### src/hw/brwag_consts.vh
`ifndef BRWAG_CONSTS_VH
`define BRWAG_CONSTS_VH

// register byte offsets
`define BRWAG_OFS_AMC        4'h0
`define BRWAG_OFS_RVC        4'h4
`define BRWAG_OFS_STAT       4'h8
`define BRWAG_OFS_LAST       4'hc

// addressing mode control fields
`define BRWAG_AMC_XCIR_EN    15
`define BRWAG_AMC_YCIR_EN    14
`define BRWAG_AMC_RSV_HI     13
`define BRWAG_AMC_RSV_LO     12
`define BRWAG_AMC_RSEL_HI    11
`define BRWAG_AMC_RSEL_LO    8
`define BRWAG_AMC_YSEL_HI    7
`define BRWAG_AMC_YSEL_LO    4
`define BRWAG_AMC_XSEL_HI    3
`define BRWAG_AMC_XSEL_LO    0
`define BRWAG_AMC_WMASK      16'hcfff
`define BRWAG_AMC_RESET      16'h0000

// reversal control fields
`define BRWAG_RVC_EN         15
`define BRWAG_RVC_MOD_HI     14
`define BRWAG_RVC_MOD_LO     0
`define BRWAG_RVC_RESET      16'h0000

// pointer select code meaning none, and the Y circular select codes for W10 and W11
`define BRWAG_SEL_NONE       4'hf
`define BRWAG_YSEL_W10       4'ha
`define BRWAG_YSEL_W11       4'hb

// addressing modes from the pipeline
`define BRWAG_MODE_IND       3'h0
`define BRWAG_MODE_POST_INC  3'h1
`define BRWAG_MODE_POST_DEC  3'h2
`define BRWAG_MODE_PRE_INC   3'h3
`define BRWAG_MODE_PRE_DEC   3'h4
`define BRWAG_MODE_REG_IDX   3'h5
`define BRWAG_MODE_LIT_OFS   3'h6

// pointer steps in bytes
`define BRWAG_STEP_WORD      16'h0002
`define BRWAG_STEP_BYTE      16'h0001

// bus responses
`define BRWAG_RESP_OKAY      2'b00
`define BRWAG_RESP_SLVERR    2'b10

`endif

### src/hw/brwag_top.v
`timescale 1ns/10ps
// How it works
// - only X-side writes get bit reversal; reads and Y side stay ordinary
// - bits 11-8 pick W0..W14 as reversal pointer; 1111 switches it off
// - reversal works only while enable bit 15 of reversal control is set
// - reversal control bits 14:0 hold the modifier setting buffer size
// - reversal only for indirect pre- or post-increment modes
// - reversal only for word accesses; byte accesses use normal arithmetic
// - pointer in both circular and reversal: writes get reversal
// - pointer in both circular and reversal: reads get circular checking
// - valid modifiers are single powers of two 0x0001 to 0x4000
// - pointer plus modifier by reverse-carry addition, carries run downward
// - modifier shifted left one bit to address words
// - only bits inside the pivot change; bits above stay unchanged
// - pointer bit 0 is never altered by reversal
// - mode control bit 15 enables X read and write circular addressing
// - mode control bit 14 enables Y circular addressing
// - bits 3-0 pick X circular pointer W0..W14; 1111 disables
// - bits 7-4 pick Y circular pointer W10 or W11; 1111 disables
// - mode control bits 13-12 read back as zero
// - Y circular active only with enable set and select not 15
`include "brwag_consts.vh"

module brwag_top #(
    parameter AW = 4,
    parameter PW = 16
) (
    input  wire          clk_i,
    input  wire          resetn_i,
    input  wire          ce_i,
    // register bus
    input  wire [AW-1:0] s_axi_awaddr_i,
    input  wire [2:0]    s_axi_awprot_i,
    input  wire          s_axi_awvalid_i,
    output wire          s_axi_awready_o,
    input  wire [31:0]   s_axi_wdata_i,
    input  wire [3:0]    s_axi_wstrb_i,
    input  wire          s_axi_wvalid_i,
    output wire          s_axi_wready_o,
    output wire [1:0]    s_axi_bresp_o,
    output wire          s_axi_bvalid_o,
    input  wire          s_axi_bready_i,
    input  wire [AW-1:0] s_axi_araddr_i,
    input  wire [2:0]    s_axi_arprot_i,
    input  wire          s_axi_arvalid_i,
    output wire          s_axi_arready_o,
    output wire [31:0]   s_axi_rdata_o,
    output wire [1:0]    s_axi_rresp_o,
    output wire          s_axi_rvalid_o,
    input  wire          s_axi_rready_i,
    // address request from the pipeline
    input  wire          req_valid_i,
    input  wire          req_write_i,
    input  wire          req_yside_i,
    input  wire          req_byte_i,
    input  wire [2:0]    req_mode_i,
    input  wire [3:0]    req_ptr_sel_i,
    input  wire [PW-1:0] req_ptr_i,
    input  wire [PW-1:0] req_offset_i,
    // result, one cycle later
    output wire          ea_valid_o,
    output wire [PW-1:0] ea_o,
    output wire [PW-1:0] ptr_next_o,
    output wire          ptr_update_o,
    output wire          reversal_applied_o,
    output wire          circular_check_o
);
    // control registers
    reg  [15:0]   addr_mode_control_reg;
    reg  [15:0]   reversal_control_reg;

    // bus state
    reg           bvalid_reg;
    reg  [1:0]    bresp_reg;
    reg           rvalid_reg;
    reg  [31:0]   rdata_reg;
    reg  [1:0]    rresp_reg;

    // result state
    reg           ea_valid_reg;
    reg  [PW-1:0] ea_reg;
    reg  [PW-1:0] ptr_next_reg;
    reg           ptr_update_reg;
    reg           rev_applied_reg;
    reg           circ_check_reg;
    reg  [15:0]   rev_count_reg;
    reg  [15:0]   circ_count_reg;

    // field views
    wire          x_circular_enable;
    wire          y_circular_enable;
    wire [3:0]    reversal_pointer_select;
    wire [3:0]    y_circular_pointer_select;
    wire [3:0]    x_circular_pointer_select;
    wire          reversal_enable;
    wire [14:0]   reversal_modifier;

    assign x_circular_enable         = addr_mode_control_reg[`BRWAG_AMC_XCIR_EN];
    assign y_circular_enable         = addr_mode_control_reg[`BRWAG_AMC_YCIR_EN];
    assign reversal_pointer_select   = addr_mode_control_reg[`BRWAG_AMC_RSEL_HI:`BRWAG_AMC_RSEL_LO];
    assign y_circular_pointer_select = addr_mode_control_reg[`BRWAG_AMC_YSEL_HI:`BRWAG_AMC_YSEL_LO];
    assign x_circular_pointer_select = addr_mode_control_reg[`BRWAG_AMC_XSEL_HI:`BRWAG_AMC_XSEL_LO];
    assign reversal_enable           = reversal_control_reg[`BRWAG_RVC_EN];
    assign reversal_modifier         = reversal_control_reg[`BRWAG_RVC_MOD_HI:`BRWAG_RVC_MOD_LO];

    // ---------------- register bus ----------------
    wire          wr_fire;
    wire          rd_fire;
    wire [AW-1:0] wr_ofs;
    wire [AW-1:0] rd_ofs;

    // both channels taken together; holding one alone would need a skid
    assign s_axi_awready_o = ce_i & s_axi_awvalid_i & s_axi_wvalid_i & ~bvalid_reg;
    assign s_axi_wready_o  = s_axi_awready_o;
    assign wr_fire         = s_axi_awready_o;
    assign s_axi_arready_o = ce_i & ~rvalid_reg;
    assign rd_fire         = s_axi_arready_o & s_axi_arvalid_i;
    assign wr_ofs          = {s_axi_awaddr_i[AW-1:2], 2'b00};
    assign rd_ofs          = {s_axi_araddr_i[AW-1:2], 2'b00};

    assign s_axi_bvalid_o  = bvalid_reg;
    assign s_axi_bresp_o   = bresp_reg;
    assign s_axi_rvalid_o  = rvalid_reg;
    assign s_axi_rdata_o   = rdata_reg;
    assign s_axi_rresp_o   = rresp_reg;

    // byte-lane merge of a 16-bit register
    function [15:0] merge16;
        input [15:0] old;
        input [15:0] wd;
        input [1:0]  strb;
        begin
            merge16 = {strb[1] ? wd[15:8] : old[15:8],
                       strb[0] ? wd[7:0] : old[7:0]};
        end
    endfunction

    wire amc_hit;
    wire rvc_hit;
    wire wr_known;

    assign amc_hit  = (wr_ofs == `BRWAG_OFS_AMC);
    assign rvc_hit  = (wr_ofs == `BRWAG_OFS_RVC);
    // status registers are read-only; writes to them answer OKAY and are dropped
    assign wr_known = amc_hit | rvc_hit | (wr_ofs == `BRWAG_OFS_STAT) | (wr_ofs == `BRWAG_OFS_LAST);

    always @(posedge clk_i) begin
        if (!resetn_i) begin
            addr_mode_control_reg <= `BRWAG_AMC_RESET;
            reversal_control_reg  <= `BRWAG_RVC_RESET;
            bvalid_reg            <= 1'b0;
            bresp_reg             <= `BRWAG_RESP_OKAY;
        end else if (ce_i) begin
            if (wr_fire) begin
                if (amc_hit) begin
                    // reserved bits stay zero
                    addr_mode_control_reg <= merge16(addr_mode_control_reg, s_axi_wdata_i[15:0], s_axi_wstrb_i[1:0])
                                             & `BRWAG_AMC_WMASK;
                end
                if (rvc_hit) begin
                    reversal_control_reg <= merge16(reversal_control_reg, s_axi_wdata_i[15:0], s_axi_wstrb_i[1:0]);
                end
                bvalid_reg <= 1'b1;
                bresp_reg  <= wr_known ? `BRWAG_RESP_OKAY : `BRWAG_RESP_SLVERR;
            end else if (s_axi_bready_i) begin
                bvalid_reg <= 1'b0;
            end
        end
    end

    reg [31:0] rd_mux;
    reg        rd_known;

    always @* begin
        rd_mux   = 32'h0000_0000;
        rd_known = 1'b1;
        case (rd_ofs)
            `BRWAG_OFS_AMC: begin
                rd_mux[15:0] = addr_mode_control_reg;
            end
            `BRWAG_OFS_RVC: begin
                rd_mux[15:0] = reversal_control_reg;
            end
            `BRWAG_OFS_STAT: begin
                rd_mux = {circ_count_reg, rev_count_reg};
            end
            `BRWAG_OFS_LAST: begin
                rd_mux = {13'h0000, rev_applied_reg, circ_check_reg, ptr_update_reg, ptr_next_reg};
            end
            default: begin
                rd_known = 1'b0;
            end
        endcase
    end

    always @(posedge clk_i) begin
        if (!resetn_i) begin
            rvalid_reg <= 1'b0;
            rdata_reg  <= 32'h0000_0000;
            rresp_reg  <= `BRWAG_RESP_OKAY;
        end else if (ce_i) begin
            if (rd_fire) begin
                rvalid_reg <= 1'b1;
                rdata_reg  <= rd_mux;
                rresp_reg  <= rd_known ? `BRWAG_RESP_OKAY : `BRWAG_RESP_SLVERR;
            end else if (s_axi_rready_i) begin
                rvalid_reg <= 1'b0;
            end
        end
    end

    // ---------------- address generation ----------------
    reg           is_inc;
    reg           is_dec;
    reg           is_pre;
    reg           is_offset;
    wire          ptr_changes;
    wire          rev_ptr_hit;
    wire          rev_active;
    wire          x_circ_hit;
    wire          y_circ_hit;
    wire          circ_active;
    wire [PW-1:0] step;
    wire [PW-1:0] plain_next;
    wire [14:0]   rev_sum;
    wire [PW-1:0] rev_next;
    wire [PW-1:0] new_ptr;
    wire [PW-1:0] new_ea;

    // mode decode; plain indirect and the spare code 7 leave every flag low,
    // so an unknown mode behaves as a plain indirect access
    always @* begin
        is_inc    = 1'b0;
        is_dec    = 1'b0;
        is_pre    = 1'b0;
        is_offset = 1'b0;
        case (req_mode_i)
            `BRWAG_MODE_POST_INC: begin
                is_inc = 1'b1;
            end
            `BRWAG_MODE_PRE_INC: begin
                is_inc = 1'b1;
                is_pre = 1'b1;
            end
            `BRWAG_MODE_POST_DEC: begin
                is_dec = 1'b1;
            end
            `BRWAG_MODE_PRE_DEC: begin
                is_dec = 1'b1;
                is_pre = 1'b1;
            end
            `BRWAG_MODE_REG_IDX,
            `BRWAG_MODE_LIT_OFS: begin
                // offset modes never write the pointer back
                is_offset = 1'b1;
            end
            default: begin
                is_offset = 1'b0;
            end
        endcase
    end

    assign ptr_changes = is_inc | is_dec;
    assign step        = req_byte_i ? `BRWAG_STEP_BYTE : `BRWAG_STEP_WORD;

    assign rev_ptr_hit = (reversal_pointer_select != `BRWAG_SEL_NONE)
                         & (req_ptr_sel_i == reversal_pointer_select);
    assign rev_active  = reversal_enable & rev_ptr_hit
                         & req_write_i & ~req_yside_i
                         & is_inc
                         & ~req_byte_i;

    assign x_circ_hit  = x_circular_enable & ~req_yside_i
                         & (x_circular_pointer_select != `BRWAG_SEL_NONE)
                         & (req_ptr_sel_i == x_circular_pointer_select);
    assign y_circ_hit  = y_circular_enable & req_yside_i
                         & (y_circular_pointer_select != `BRWAG_SEL_NONE)
                         & ((y_circular_pointer_select == `BRWAG_YSEL_W10)
                            | (y_circular_pointer_select == `BRWAG_YSEL_W11))
                         & (req_ptr_sel_i == y_circular_pointer_select);
    // reversal wins on writes, circular wins on reads
    assign circ_active = (x_circ_hit | y_circ_hit) & ~rev_active;

    assign plain_next  = is_dec ? req_ptr_i - step : req_ptr_i + step;

    // modifier lands one bit up so the sum works on word addresses
    brwag_rev_adder #(
        .W (15)
    ) u_rev_adder (
        .a_i   (req_ptr_i[15:1]),
        .b_i   (reversal_modifier),
        .sum_o (rev_sum)
    );

    // invalid modifiers still sum, just into a useless sequence
    assign rev_next    = {rev_sum, req_ptr_i[0]};
    assign new_ptr     = rev_active ? rev_next : plain_next;
    assign new_ea      = is_offset ? req_ptr_i + req_offset_i
                       : (is_pre ? new_ptr : req_ptr_i);

    // counters wrap silently; software should read them as deltas
    always @(posedge clk_i) begin
        if (!resetn_i) begin
            ea_valid_reg    <= 1'b0;
            ea_reg          <= {PW{1'b0}};
            ptr_next_reg    <= {PW{1'b0}};
            ptr_update_reg  <= 1'b0;
            rev_applied_reg <= 1'b0;
            circ_check_reg  <= 1'b0;
            rev_count_reg   <= 16'h0000;
            circ_count_reg  <= 16'h0000;
        end else if (ce_i) begin
            ea_valid_reg <= req_valid_i;
            if (req_valid_i) begin
                ea_reg          <= new_ea;
                // offset modes leave the pointer as it was
                ptr_next_reg    <= ptr_changes ? new_ptr : req_ptr_i;
                ptr_update_reg  <= ptr_changes;
                rev_applied_reg <= rev_active;
                circ_check_reg  <= circ_active;
                if (rev_active) begin
                    rev_count_reg <= rev_count_reg + 16'h0001;
                end
                if (circ_active) begin
                    circ_count_reg <= circ_count_reg + 16'h0001;
                end
            end
        end
    end

    assign ea_valid_o         = ea_valid_reg;
    assign ea_o               = ea_reg;
    assign ptr_next_o         = ptr_next_reg;
    assign ptr_update_o       = ptr_update_reg;
    assign reversal_applied_o = rev_applied_reg;
    assign circular_check_o   = circ_check_reg;

    // prot inputs carry no meaning here
    wire unused_prot;
    assign unused_prot = ^{s_axi_awprot_i, s_axi_arprot_i, s_axi_wdata_i[31:16], s_axi_wstrb_i[3:2]};
endmodule

### src/hw/brwag_rev_adder.v
`timescale 1ns/10ps
// reverse-carry sum: carries run from msb toward lsb
module brwag_rev_adder #(
    parameter W = 15
) (
    input  wire [W-1:0] a_i,
    input  wire [W-1:0] b_i,
    output wire [W-1:0] sum_o
);
    wire [W:0] carry;

    assign carry[W] = 1'b0;

    genvar k;
    generate
        for (k = W - 1; k >= 0; k = k - 1) begin : g_bit
            assign sum_o[k]   = a_i[k] ^ b_i[k] ^ carry[k+1];
            // carry out of bit 0 drops off the end
            assign carry[k]   = (a_i[k] & b_i[k]) | (carry[k+1] & (a_i[k] ^ b_i[k]));
        end
    endgenerate
endmodule

### config.mk
export PLATFORM = sky130hd
export DESIGN_NAME = brwag_top
export DESIGN_NICKNAME = d
export VERILOG_FILES = /design/src/hw/brwag_top.v /design/src/hw/brwag_rev_adder.v
export VERILOG_INCLUDE_DIRS = /design/src /design/src/hw
export SDC_FILE = /design/constraint.sdc
export NUM_CORES = 1
export LEC_CHECK = 0
export BUFFER_PORTS_ARGS = -buffer_cell sky130_fd_sc_hd__buf_2
export CAP_MARGIN = 5
export CORE_MARGIN = 5
export CORE_UTILIZATION = 55
export DETAILED_ROUTE_END_ITERATION = 10
export PLACE_DENSITY = 0.81
export SLEW_MARGIN = 10
export SYNTH_ARGS = -nofsm -noshare
export SYNTH_HDL_FRONTEND = slang
export SYNTH_SLANG_ARGS = --single-unit
### constraint.sdc
create_clock -name clk_i -period 8.35 [get_ports clk_i]
set_input_delay 1.2525 -clock clk_i [delete_from_list [all_inputs] [get_ports clk_i]]
set_output_delay 1.2525 -clock clk_i [all_outputs]
set_load 0.1 [all_outputs]
Word level (Yosys, flattened, before mapping)
Index checks and enable logic that the tools add are counted.
{"block": "totals", "inputBits": 101, "out_inout_bits": 77, "regBits": 136}
{"block": "classes", "n_eq_ne": 20, "addsub": 5, "n_reduce_logical": 20, "n_mux": 19, "n_bitwise": 99}
{"cell": "$mux 16", "n": 5}
{"cell": "$pmux 16 s4", "n": 1}
{"cell": "$and 1x1->1", "n": 46}
{"cell": "$add 16x1->16 const B", "n": 2}
{"cell": "$pmux 16 s2", "n": 1}
{"cell": "$xor 1x1->1", "n": 29}
{"cell": "$or 1x1->1", "n": 19}
{"cell": "$add 16x16->16", "n": 1}
{"cell": "$add 16x2->16", "n": 1}
{"cell": "$reduce_and 4->1", "n": 4}
{"cell": "$sub 16x2->16", "n": 1}
{"cell": "$eq 4x4->1", "n": 3}
{"cell": "$ne 4x4->1 const B", "n": 3}
{"cell": "$reduce_and 2->1", "n": 5}
{"cell": "$eq 3x3->1 const B", "n": 3}
{"cell": "$mux 1", "n": 9}
{"cell": "$eq 2x2->1 const B", "n": 4}
{"cell": "$eq 4x4->1 const B", "n": 2}
{"cell": "$logic_not 4->1", "n": 2}
{"cell": "$reduce_or 2->1", "n": 4}
{"cell": "$eq 3x2->1 const B", "n": 2}
{"cell": "$mux 2", "n": 3}
{"cell": "$reduce_and 3->1", "n": 2}
{"cell": "$not 1->1", "n": 5}
{"cell": "other kinds (4)", "n": 6}

Longest topological paths before layout
Gate-level depths: netlist of the first run.
{"block": "logic_depth", "depth_word": 31, "ltp_mapped": 20, "depth_no_buf": 20}

Cells and area by module
Synthesis of the first run repeated with hierarchy kept, for this count alone.
{"block": "unflattened", "cells_unflattened": 916, "area_unflattened_um2": 8192.9}
{"module": "brwag_top", "area_per_inst_um2": 7877.6, "cells_per_inst": 896, "n_inst": 1, "seq_area_each_um2": 2682.6}
{"module": "brwag_rev_adder", "area_per_inst_um2": 315.3, "cells_per_inst": 20, "n_inst": 1, "seq_area_each_um2": 0.0}

Worst setup path after synthesis of the first run
OpenSTA, ideal clock, no wires.
{"block": "synth_path", "path_type": "input port to flip-flop", "start": "input req_ptr_i[15]", "end": "register ptr_next_reg[1], in the netlist ptr_next_o[1]", "cell_stages": 20, "path_slack_ps": 1111, "arrival_time_ps": 7173, "t_required_ps": 8283, "cell_sequence": "ha_1 -> fa_1 -> fa_1 -> fa_1 -> fa_1 -> fa_1 -> fa_1 -> fa_1 -> fa_1 -> fa_1 -> fa_1 -> fa_1 -> fa_1 -> fa_1 -> xnor2_1 -> xnor2_1 -> mux2i_1 -> a211oi_1 -> a21oi_1 -> nor2b_1"}
{"block": "synth_via", "elab_chain_cells": 30}
{"item": "from (decl)", "line_no": "brwag_top.v:58", "rtl": "input wire [PW-1:0] req_ptr_i,"}
{"item": "$and 1x1->1 (2 in a row)", "line_no": "brwag_rev_adder.v:19", "rtl": "assign carry[k] = (a_i[k] & b_i[k]) | (carry[k+1] & (a_i[k] ^ b_i[k]));"}
{"item": "$or 1x1->1", "line_no": "brwag_rev_adder.v:19"}
{"item": "$and 1x1->1", "line_no": "brwag_rev_adder.v:19"}
{"item": "$or 1x1->1", "line_no": "brwag_rev_adder.v:19"}
{"item": "$and 1x1->1", "line_no": "brwag_rev_adder.v:19"}
{"item": "$or 1x1->1", "line_no": "brwag_rev_adder.v:19"}
{"item": "$and 1x1->1", "line_no": "brwag_rev_adder.v:19"}
{"item": "$or 1x1->1", "line_no": "brwag_rev_adder.v:19"}
{"item": "[13 not listed]"}
{"item": "$or 1x1->1", "line_no": "brwag_rev_adder.v:19"}
{"item": "$and 1x1->1", "line_no": "brwag_rev_adder.v:19"}
{"item": "$or 1x1->1", "line_no": "brwag_rev_adder.v:19"}
{"item": "$and 1x1->1", "line_no": "brwag_rev_adder.v:19"}
{"item": "$or 1x1->1", "line_no": "brwag_rev_adder.v:19"}
{"item": "$xor 1x1->1", "line_no": "brwag_rev_adder.v:17", "rtl": "assign sum_o[k] = a_i[k] ^ b_i[k] ^ carry[k+1];"}
{"item": "$mux 16", "line_no": "brwag_top.v:297", "rtl": "assign new_ptr = rev_active ? rev_next : plain_next;"}
{"item": "$mux 16", "line_no": "brwag_top.v:317", "rtl": "ptr_next_reg <= ptr_changes ? new_ptr : req_ptr_i;"}
{"item": "to (signal assigned)", "line_no": "brwag_top.v:306", "rtl": "ptr_next_reg <= {PW{1'b0}};"}
{"item": "to (signal assigned)", "line_no": "brwag_top.v:317"}
{"item": "to (decl)", "line_no": "brwag_top.v:82", "rtl": "reg [PW-1:0] ptr_next_reg;"}
No other way between the ends.
A chain may end at the register's enable or synchronous reset.

Worst setup path in the final report of the first run
{"block": "layout_path", "start": "input req_ptr_i[15]", "end": "register ea_reg[2], in the netlist ea_o[2]"}
{"block": "layout_via", "elab_chain_cells": 29}
{"item": "$and 1x1->1 (2 in a row)", "line_no": "brwag_rev_adder.v:19"}
{"item": "$or 1x1->1", "line_no": "brwag_rev_adder.v:19"}
{"item": "$and 1x1->1", "line_no": "brwag_rev_adder.v:19"}
{"item": "$or 1x1->1", "line_no": "brwag_rev_adder.v:19"}
{"item": "$and 1x1->1", "line_no": "brwag_rev_adder.v:19"}
{"item": "$or 1x1->1", "line_no": "brwag_rev_adder.v:19"}
{"item": "$and 1x1->1", "line_no": "brwag_rev_adder.v:19"}
{"item": "$or 1x1->1", "line_no": "brwag_rev_adder.v:19"}
{"item": "[12 not listed]"}
{"item": "$and 1x1->1", "line_no": "brwag_rev_adder.v:19"}
{"item": "$or 1x1->1", "line_no": "brwag_rev_adder.v:19"}
{"item": "$and 1x1->1", "line_no": "brwag_rev_adder.v:19"}
{"item": "$or 1x1->1", "line_no": "brwag_rev_adder.v:19"}
{"item": "$xor 1x1->1", "line_no": "brwag_rev_adder.v:17"}
{"item": "$mux 16", "line_no": "brwag_top.v:297"}
{"item": "$mux 16", "line_no": "brwag_top.v:299", "rtl": ": (is_pre ? new_ptr : req_ptr_i);"}
{"item": "$mux 16", "line_no": "brwag_top.v:298", "rtl": "assign new_ea = is_offset ? req_ptr_i + req_offset_i"}
{"item": "to (signal assigned)", "line_no": "brwag_top.v:305", "rtl": "ea_reg <= {PW{1'b0}};"}
{"item": "to (signal assigned)", "line_no": "brwag_top.v:315", "rtl": "ea_reg <= new_ea;"}
{"item": "to (decl)", "line_no": "brwag_top.v:81", "rtl": "reg [PW-1:0] ea_reg;"}
No other way between the ends.

==> results of run 1 <==
[power groups by stage]
stage | clock network, uW | registers, uW | logic (uW)
3_3_place_gp | 0 | 680 | 371
5_1_grt | 753 | 667 | 410
4_1_cts | 722 | 666 | 378
2_1_floorplan | 0 | 774 | 191
6_report | 719 | 667 | 381
3_5_place_dp | 0 | 680 | 375
[worst paths after layout]
kind | startpoint | to | slack (ps) | depth (start not counted)
worst max-delay path | req_ptr_i[15] | ea_o[2] | 1100 | 19
worst min-delay path | s_axi_rdata_o[21] | s_axi_rdata_o[21] | 460 | 2
worst max register to register | reversal_control_reg[14] | ea_o[2] | 1770 | 18
worst min register to register | s_axi_rdata_o[21] | s_axi_rdata_o[21] | 460 | 2
[synth_stat cells (all sizes together), types with 13 or more instances]
cell type	instances	area share, %
fa	15	3.7
a21boi	44	4.0
nor2b	34	2.6
dfxtp	134	33
clkbuf	40	1.8
o21ai	43	2.6
ha	33	5.0
nand4	16	1.2
nand3	42	2.6
and2	34	2.6
mux2i	40	4.9
mux4	14	3.8
xnor2	35	3.7
and3	13	0.99
nor2	39	1.8
a21oi	52	3.2
xor2	22	2.3
nand2b	15	1.1
nand2	130	5.9
[kinds of logic after synthesis]
group / Yosys count / share of synthesized area, %
AOI/OAI and AO/OA: 221 / 18.0
xor gates and xnor gates: 57 / 6.07
DFF: 134 / 32.6
other: 1 / 0.0456
and+or+nand+nor: 357 / 22.0
buffers and inverters: 64 / 3.26
muxes: 59 / 9.39
adders and majority gates: 48 / 8.67
[through the flow]
stage	setup WS (ps)	util, %	cell area (um2)	power [uW]
3_3_place_gp	754	61.9	9030	1050
5_1_grt	883	65.8	9600	1830
4_1_cts	1160	65.8	9600	1770
6_report	1100	65.8	9600	1770
3_5_place_dp	713	61.9	9030	1050
2_1_floorplan	1110	-	8230	964
[worst register-to-register path, delay by kind of cell, from the launching register on]
kind                       cells  cell delay [ps]
adders and majority gates     14             5340
AOI/OAI and AO/OA              3              660
DFF                            1              340
and+or+nand+nor                1               90
[cell usage in the layout, fill, tap and decap left out, types with 4 or more instances in the layout]
cell type | Yosys | final
nand3_1 | 42 | 42
clkbuf_16 | 0 | 17
inv_1 | 12 | 12
a21o_1 | 5 | 5
fa_1 | 15 | 15
a31oi_1 | 5 | 5
o211ai_1 | 9 | 9
and3_1 | 13 | 13
nand2_1 | 130 | 130
and4_1 | 4 | 4
o21ai_0 | 43 | 43
mux2i_1 | 40 | 40
inv_8 | 0 | 5
a21boi_0 | 44 | 44
and2_1 | 33 | 33
dfxtp_1 | 134 | 134
ha_1 | 33 | 33
a21oi_1 | 52 | 52
nor2b_1 | 34 | 34
o211a_1 | 5 | 5
a221oi_1 | 6 | 6
inv_6 | 0 | 5
mux2_2 | 5 | 5
xnor2_1 | 35 | 35
nor2_1 | 39 | 39
nand4_1 | 16 | 16
xor2_1 | 22 | 22
a2111oi_0 | 5 | 5
mux4_2 | 14 | 14
a22o_1 | 4 | 4
o21a_1 | 10 | 10
buf_4 | 3 | 9
nand2b_1 | 15 | 15
buf_2 | 1 | 146
nor3_1 | 9 | 9
a211oi_1 | 6 | 6
[area by class of cell]
cell class                 count  share of cell area [%]
clock buffer                  17                    4.43
timing repair buffer         155                    8.32
tap                          184                    2.40
multi-input combinational    744                    55.0
clock inverter                15                    1.43
inverter                      12                   0.469
sequential                   134                    28.0
[routing by layer]
metal | vias up | routed length, um | share of wire [%]
li1 | 3635 | - | -
met1 | 3573 | 10300 | 45
met2 | 285 | 10400 | 46
met3 | 42 | 1510 | 6.7
met4 | 2 | 473 | 2.1
met5 | - | 1 | 0.0044
==> flow_summary.ini, run 1 <==
[run_status]
outcome = complete, no violations

[sta]
slew_violations = 0
holdWs_ps = 461
finalCritPeriodShare_pct = 86.8
clock-skew-final_ps = 11.4
tns_ps = 0
rsz0062_at_grt = false
period_needed_ps = 7250
max_freq_ghz = 0.138
slew_headroom_pct = 20.7
finalHoldViolCount = 0
final-setup-viol-count = 0
tightestPinTransition_ps = 1190

[yosys]
syn_inst = 941
ys_types = 69
ys_seq_elements = 134
async_flop_share_pct = 0
ys_seq_area_share_pct = 32.6
synth_flop_cell = dfxtp_1
syn_avg_cell_area_um2 = 8.74
syn-cell-area_um2 = 8220
yosysWarnings = 0
synth_edf_count = 0

[final_layout]
diodes = 0
fin_cells = 1261
fillers = 1215
multi_input_area_um2 = 5280
largest_reg_flops = 32
final_nets = 1213
regArea_um2 = 2680
drive_gt1_share_pct = 19.5
syn2layout_area_growth_pct = 16.7

[grt]
use_met2_pct = 40.1
top_usage_layer = met2
grt.met1_usage_pct = 35.5
grt_pass1_wl_mm = 36.8
grt_max_degree = 85
antenna_found_initial = 1
grt_overflow_total = 0
track_usage_pct = 25.4
grt_pass1_vias = 7081
grt_util_met3_pct = 4.77

[power_and_ir_drop]
ir_worst_vdd_mv = 0.161
swShare_pct = 34.2
comb_power_share_pct = 21.5
seqPwrFrac_pct = 37.7
powerDensity_nw_per_um2 = 184
clock_power_share_pct = 40.7
power.leakage_uw = 0.00414
internal-power_uw = 1160
p_switching_uw = 605

[worst_setup_path]
cp.arrival_ps = 7550
crit_family = adder cells
critical_path.cell_chain = buf_2, ha_1, fa_1, fa_1, fa_1, fa_1, fa_1, fa_1, fa_1, fa_1, fa_1, fa_1, fa_1, fa_1, fa_1, o21ai_0, nor2_1, a221oi_1, a21oi_1
slowest_delay_ps = 430
crit_type = in2reg
cpMostUsedCell = fa_1
critPathLaunchType = input pin
worst_path_max_delay_cell = fa_1
critPathMaxFanout = 5
cp-end-kind = flip-flop
path_buf_inv = 1
cp.required_ps = 8650

[floorplanning]
fp-row-count = 44
fp.coreArea_um2 = 14600
initial_core_util_pct = 56.4
die_w_um = 132
die_area_um2 = 17500
pin_count = 178
die_h_um = 132

[clock_network]
cts_hold_buf = 0
clock-sinks = 134
cts_root_buf = clkbuf_16
cts_buffer_depth = 2
htree_levels = 4
cts_tree = built
clk_pin_slew_ps = 70
cts-buffers-inserted = 17
clk_latency_ps = 430
cts_resized = 0
cts_setup_buffers = 0

[route]
vias_per_cell = 5.98
route.detailed.drc = 0
drt_pass1_iterations = 6
finalWirelength_mm = 22.6
vias = 7537
wl_per_cell_um = 17.9
drtIter0Drc = 632
ant_nets = 0

[min_path]
hold_class = reg2reg

[job]
drv_cap = 0

[placed_design]
port-buffer-count = 147
hpwlAfterDp_mm = 16.7
place_congestion = 0.927
dp_cells = 1229
(Power assumes the default switching activity.)
==> inputs of run 2 (changes only) <==
--- a/config.mk
+++ b/config.mk
@@ -6,12 +6,13 @@
 export SDC_FILE = /design/constraint.sdc
 export NUM_CORES = 1
 export LEC_CHECK = 0
+export ABC_AREA = 1
 export BUFFER_PORTS_ARGS = -buffer_cell sky130_fd_sc_hd__buf_2
 export CAP_MARGIN = 5
 export CORE_MARGIN = 5
 export CORE_UTILIZATION = 55
 export DETAILED_ROUTE_END_ITERATION = 10
-export PLACE_DENSITY = 0.81
+export PLACE_DENSITY = 0.8
 export SLEW_MARGIN = 10
 export SYNTH_ARGS = -nofsm -noshare
 export SYNTH_HDL_FRONTEND = slang
==> run 2 against run 1 <==
Compared with the run above:
- register-to-register slack improved by 130 ps
- largest power group unchanged
- highest routed layer is now met4
- largest cell class unchanged
- die area increased by 5.4%
- synthesized cell count grew 40%
- critical path type unchanged
- sequential share of layout area decreased by 1.5 points
==> flow_summary.ini, run 2 <==
[sta]
period_needed_ps = 7150
final-setup-viol-count = 0
finalHoldViolCount = 0
finalCritPeriodShare_pct = 85.6
tightestPinTransition_ps = 1070
slew_headroom_pct = 28.0
clock-skew-final_ps = 10.5
rsz0062_at_grt = false
max_freq_ghz = 0.140
slew_violations = 0
tns_ps = 0

[yosys]
synth.most_common_cell = nand2_1
syn_inst = 1316
async_flop_share_pct = 0
yosysWarnings = 0
synth_flop_cell = dfxtp_1
syn-cell-area_um2 = 8700
syn_avg_cell_area_um2 = 6.61
yosys-top-cells-count = nand2_1 (307), inv_1 (165), a21oi_1 (143)
ys_seq_elements = 134
synthTopCellsByArea = dfxtp_1 (31%), nand2_1 (13%), a21oi_1 (8.2%)
ys_types = 44
ys_seq_area_share_pct = 30.8
synth_top_area_share_pct = 30.8
synth_largest_area_cell = dfxtp_1
synth_edf_count = 0

[worst_setup_path]
cp.required_ps = 8630
critPathMaxFanout = 4
critPathLaunchType = input pin
cp.arrival_ps = 7420
crit_type = in2reg
cp-end-kind = flip-flop

[clock_network]
cts_hold_buf = 0
cts_setup_buffers = 0
cts-buffers-inserted = 17
htree_levels = 4
cts_buffer_depth = 2
cts_root_buf = clkbuf_16
clk_latency_ps = 420
clock-sinks = 134
clk_pin_slew_ps = 60
cts_tree = built
cts_resized = 0

[final_layout]
drive_gt1_share_pct = 14.7
largest_reg_flops = 32
fillers = 1473
syn2layout_area_growth_pct = 16.7
diodes = 0
layout_common_cells = nand2_1 (307), inv_1 (164), buf_2 (147)
finish.utilization_pct = 64.6
final_common_cell = nand2_1
final_nets = 1583

[placed_design]
hpwlAfterDp_mm = 19.4
port-buffer-count = 147
place_congestion = 0.991

[grt]
grt_overflow_total = 0
track_usage_pct = 28.0
grt_pass1_vias = 8289
antenna_found_initial = 0
grt_pass1_wl_mm = 41.3
grt_max_degree = 78

[min_path]
hold_class = reg2reg

[floorplanning]
initial_core_util_pct = 55.4
die_area_um2 = 18400
die_h_um = 136
pin_count = 178
fp-row-count = 46
die_w_um = 136
fp.coreArea_um2 = 15700

[route]
vias_per_cell = 5.50
wl_met3_mm = 1.85
route.detailed.drc = 0
wl_per_cell_um = 15.5
drt_pass1_iterations = 6
ant_nets = 0
finalWirelength_mm = 25.8
met1Wirelength_mm = 11.6
vias = 9147
drtIter0Drc = 868
highest_layer = met4
route.met2.wl_mm = 11.8

[power_and_ir_drop]
comb_power_share_pct = 24.0
internal-power_uw = 1320
swShare_pct = 33.6
power.leakage_uw = 0.00478
seqPwrFrac_pct = 34.2
ir_worst_vdd_mv = 0.172
p_switching_uw = 666
powerDensity_nw_per_um2 = 195
clock_power_share_pct = 41.8

[run_status]
outcome = complete, no violations

[job]
drv_cap = 0
## run 2: cell types whose count changed after synthesis, moves of 15 or more
cell      previous run  this run
nand2b_1            15         0
a21boi_0            44         0
mux2i_1             40         0
nand2_1            130       307
xnor2_1             35        16
nand3_1             42       116
a21oi_1             52       143
and2_1              33         0
inv_1               12       165
o21ai_0             43        89
nor2_1              39        88
nor2b_1             34         0
## run 2: cell families (layout without fill, tap and decap cells)
kind of cell | Yosys count | after routing | synth area share, %
simple gates | 581 | 581 | 29.2
xor+xnor | 29 | 29 | 2.92
buf+inv | 230 | 359 | 10.4
other cells | 1 | 2 | 0.0431
flops | 134 | 134 | 30.8
fa+ha+maj | 48 | 48 | 8.19
compound gates | 293 | 293 | 18.4
## run 2: final timing paths
path                             from               end  slack (ps)  depth (start not counted)
max                     req_ptr_i[15]     ptr_next_o[1]        1210                         21
min                  s_axi_bresp_o[1]  s_axi_bresp_o[1]         430                          2
max reg2reg  reversal_control_reg[14]     ptr_next_o[1]        1900                         20
min reg2reg          s_axi_bresp_o[1]  s_axi_bresp_o[1]         430                          2
## run 2: per-layer routing
metal  global-route usage [%]  vias to the layer above
li1                         -                     4573
met1                     39.2                     4208
met2                     43.9                      324
met3                     6.05                       42
met4                     7.84                        0
met5                        0                        -
## run 2: layout make-up
| cell class | count | area (um2) | area share [%] |
|---|---|---|---|
| multi-input combinational | 953 | 5120 | 50.4 |
| inverter | 174 | 653 | 6.43 |
| timing repair buffer | 154 | 788 | 7.76 |
| sequential | 134 | 2680 | 26.4 |
| tap | 216 | 270 | 2.66 |
| clock buffer | 18 | 439 | 4.32 |
| clock inverter | 13 | 205 | 2.02 |
## run 2: power by group through the flow
stage / combinational [uW] / clock [uW] / sequential [uW]
floorplan: 231 / 0 / 820
global placement: 463 / 0 / 691
detailed placement: 469 / 0 / 691
CTS: 472 / 830 / 677
global route: 520 / 861 / 679
finish: 475 / 829 / 677
## run 2: metrics by stage
stage / hold WS (ps) / setup slack [ps] / cell area [um2] / instances / total power [uW]
after global routing: 447 / 1010 / 10200 / 1662 / 2060
after floorplan: 437 / 1220 / 8710 / 1317 / 1050
after CTS: 430 / 1220 / 10200 / 1662 / 1980
after global placement: 420 / 929 / 9510 / 1631 / 1150
final: 431 / 1210 / 10200 / 1662 / 1980
after detailed placement: 422 / 783 / 9510 / 1631 / 1160
## run 2: critical path, cell delays in order
cell and delay (ps):
buf_2 140, ha_1 220, fa_1 380, fa_1 400, fa_1 410, fa_1 390
fa_1 380, fa_1 390, fa_1 380, fa_1 390, fa_1 390, fa_1 400
fa_1 390, fa_1 400, fa_1 400, xnor2_1 150, xor2_1 140, o21ai_1 180
nand2_1 70, nand3_1 90, a21oi_1 60
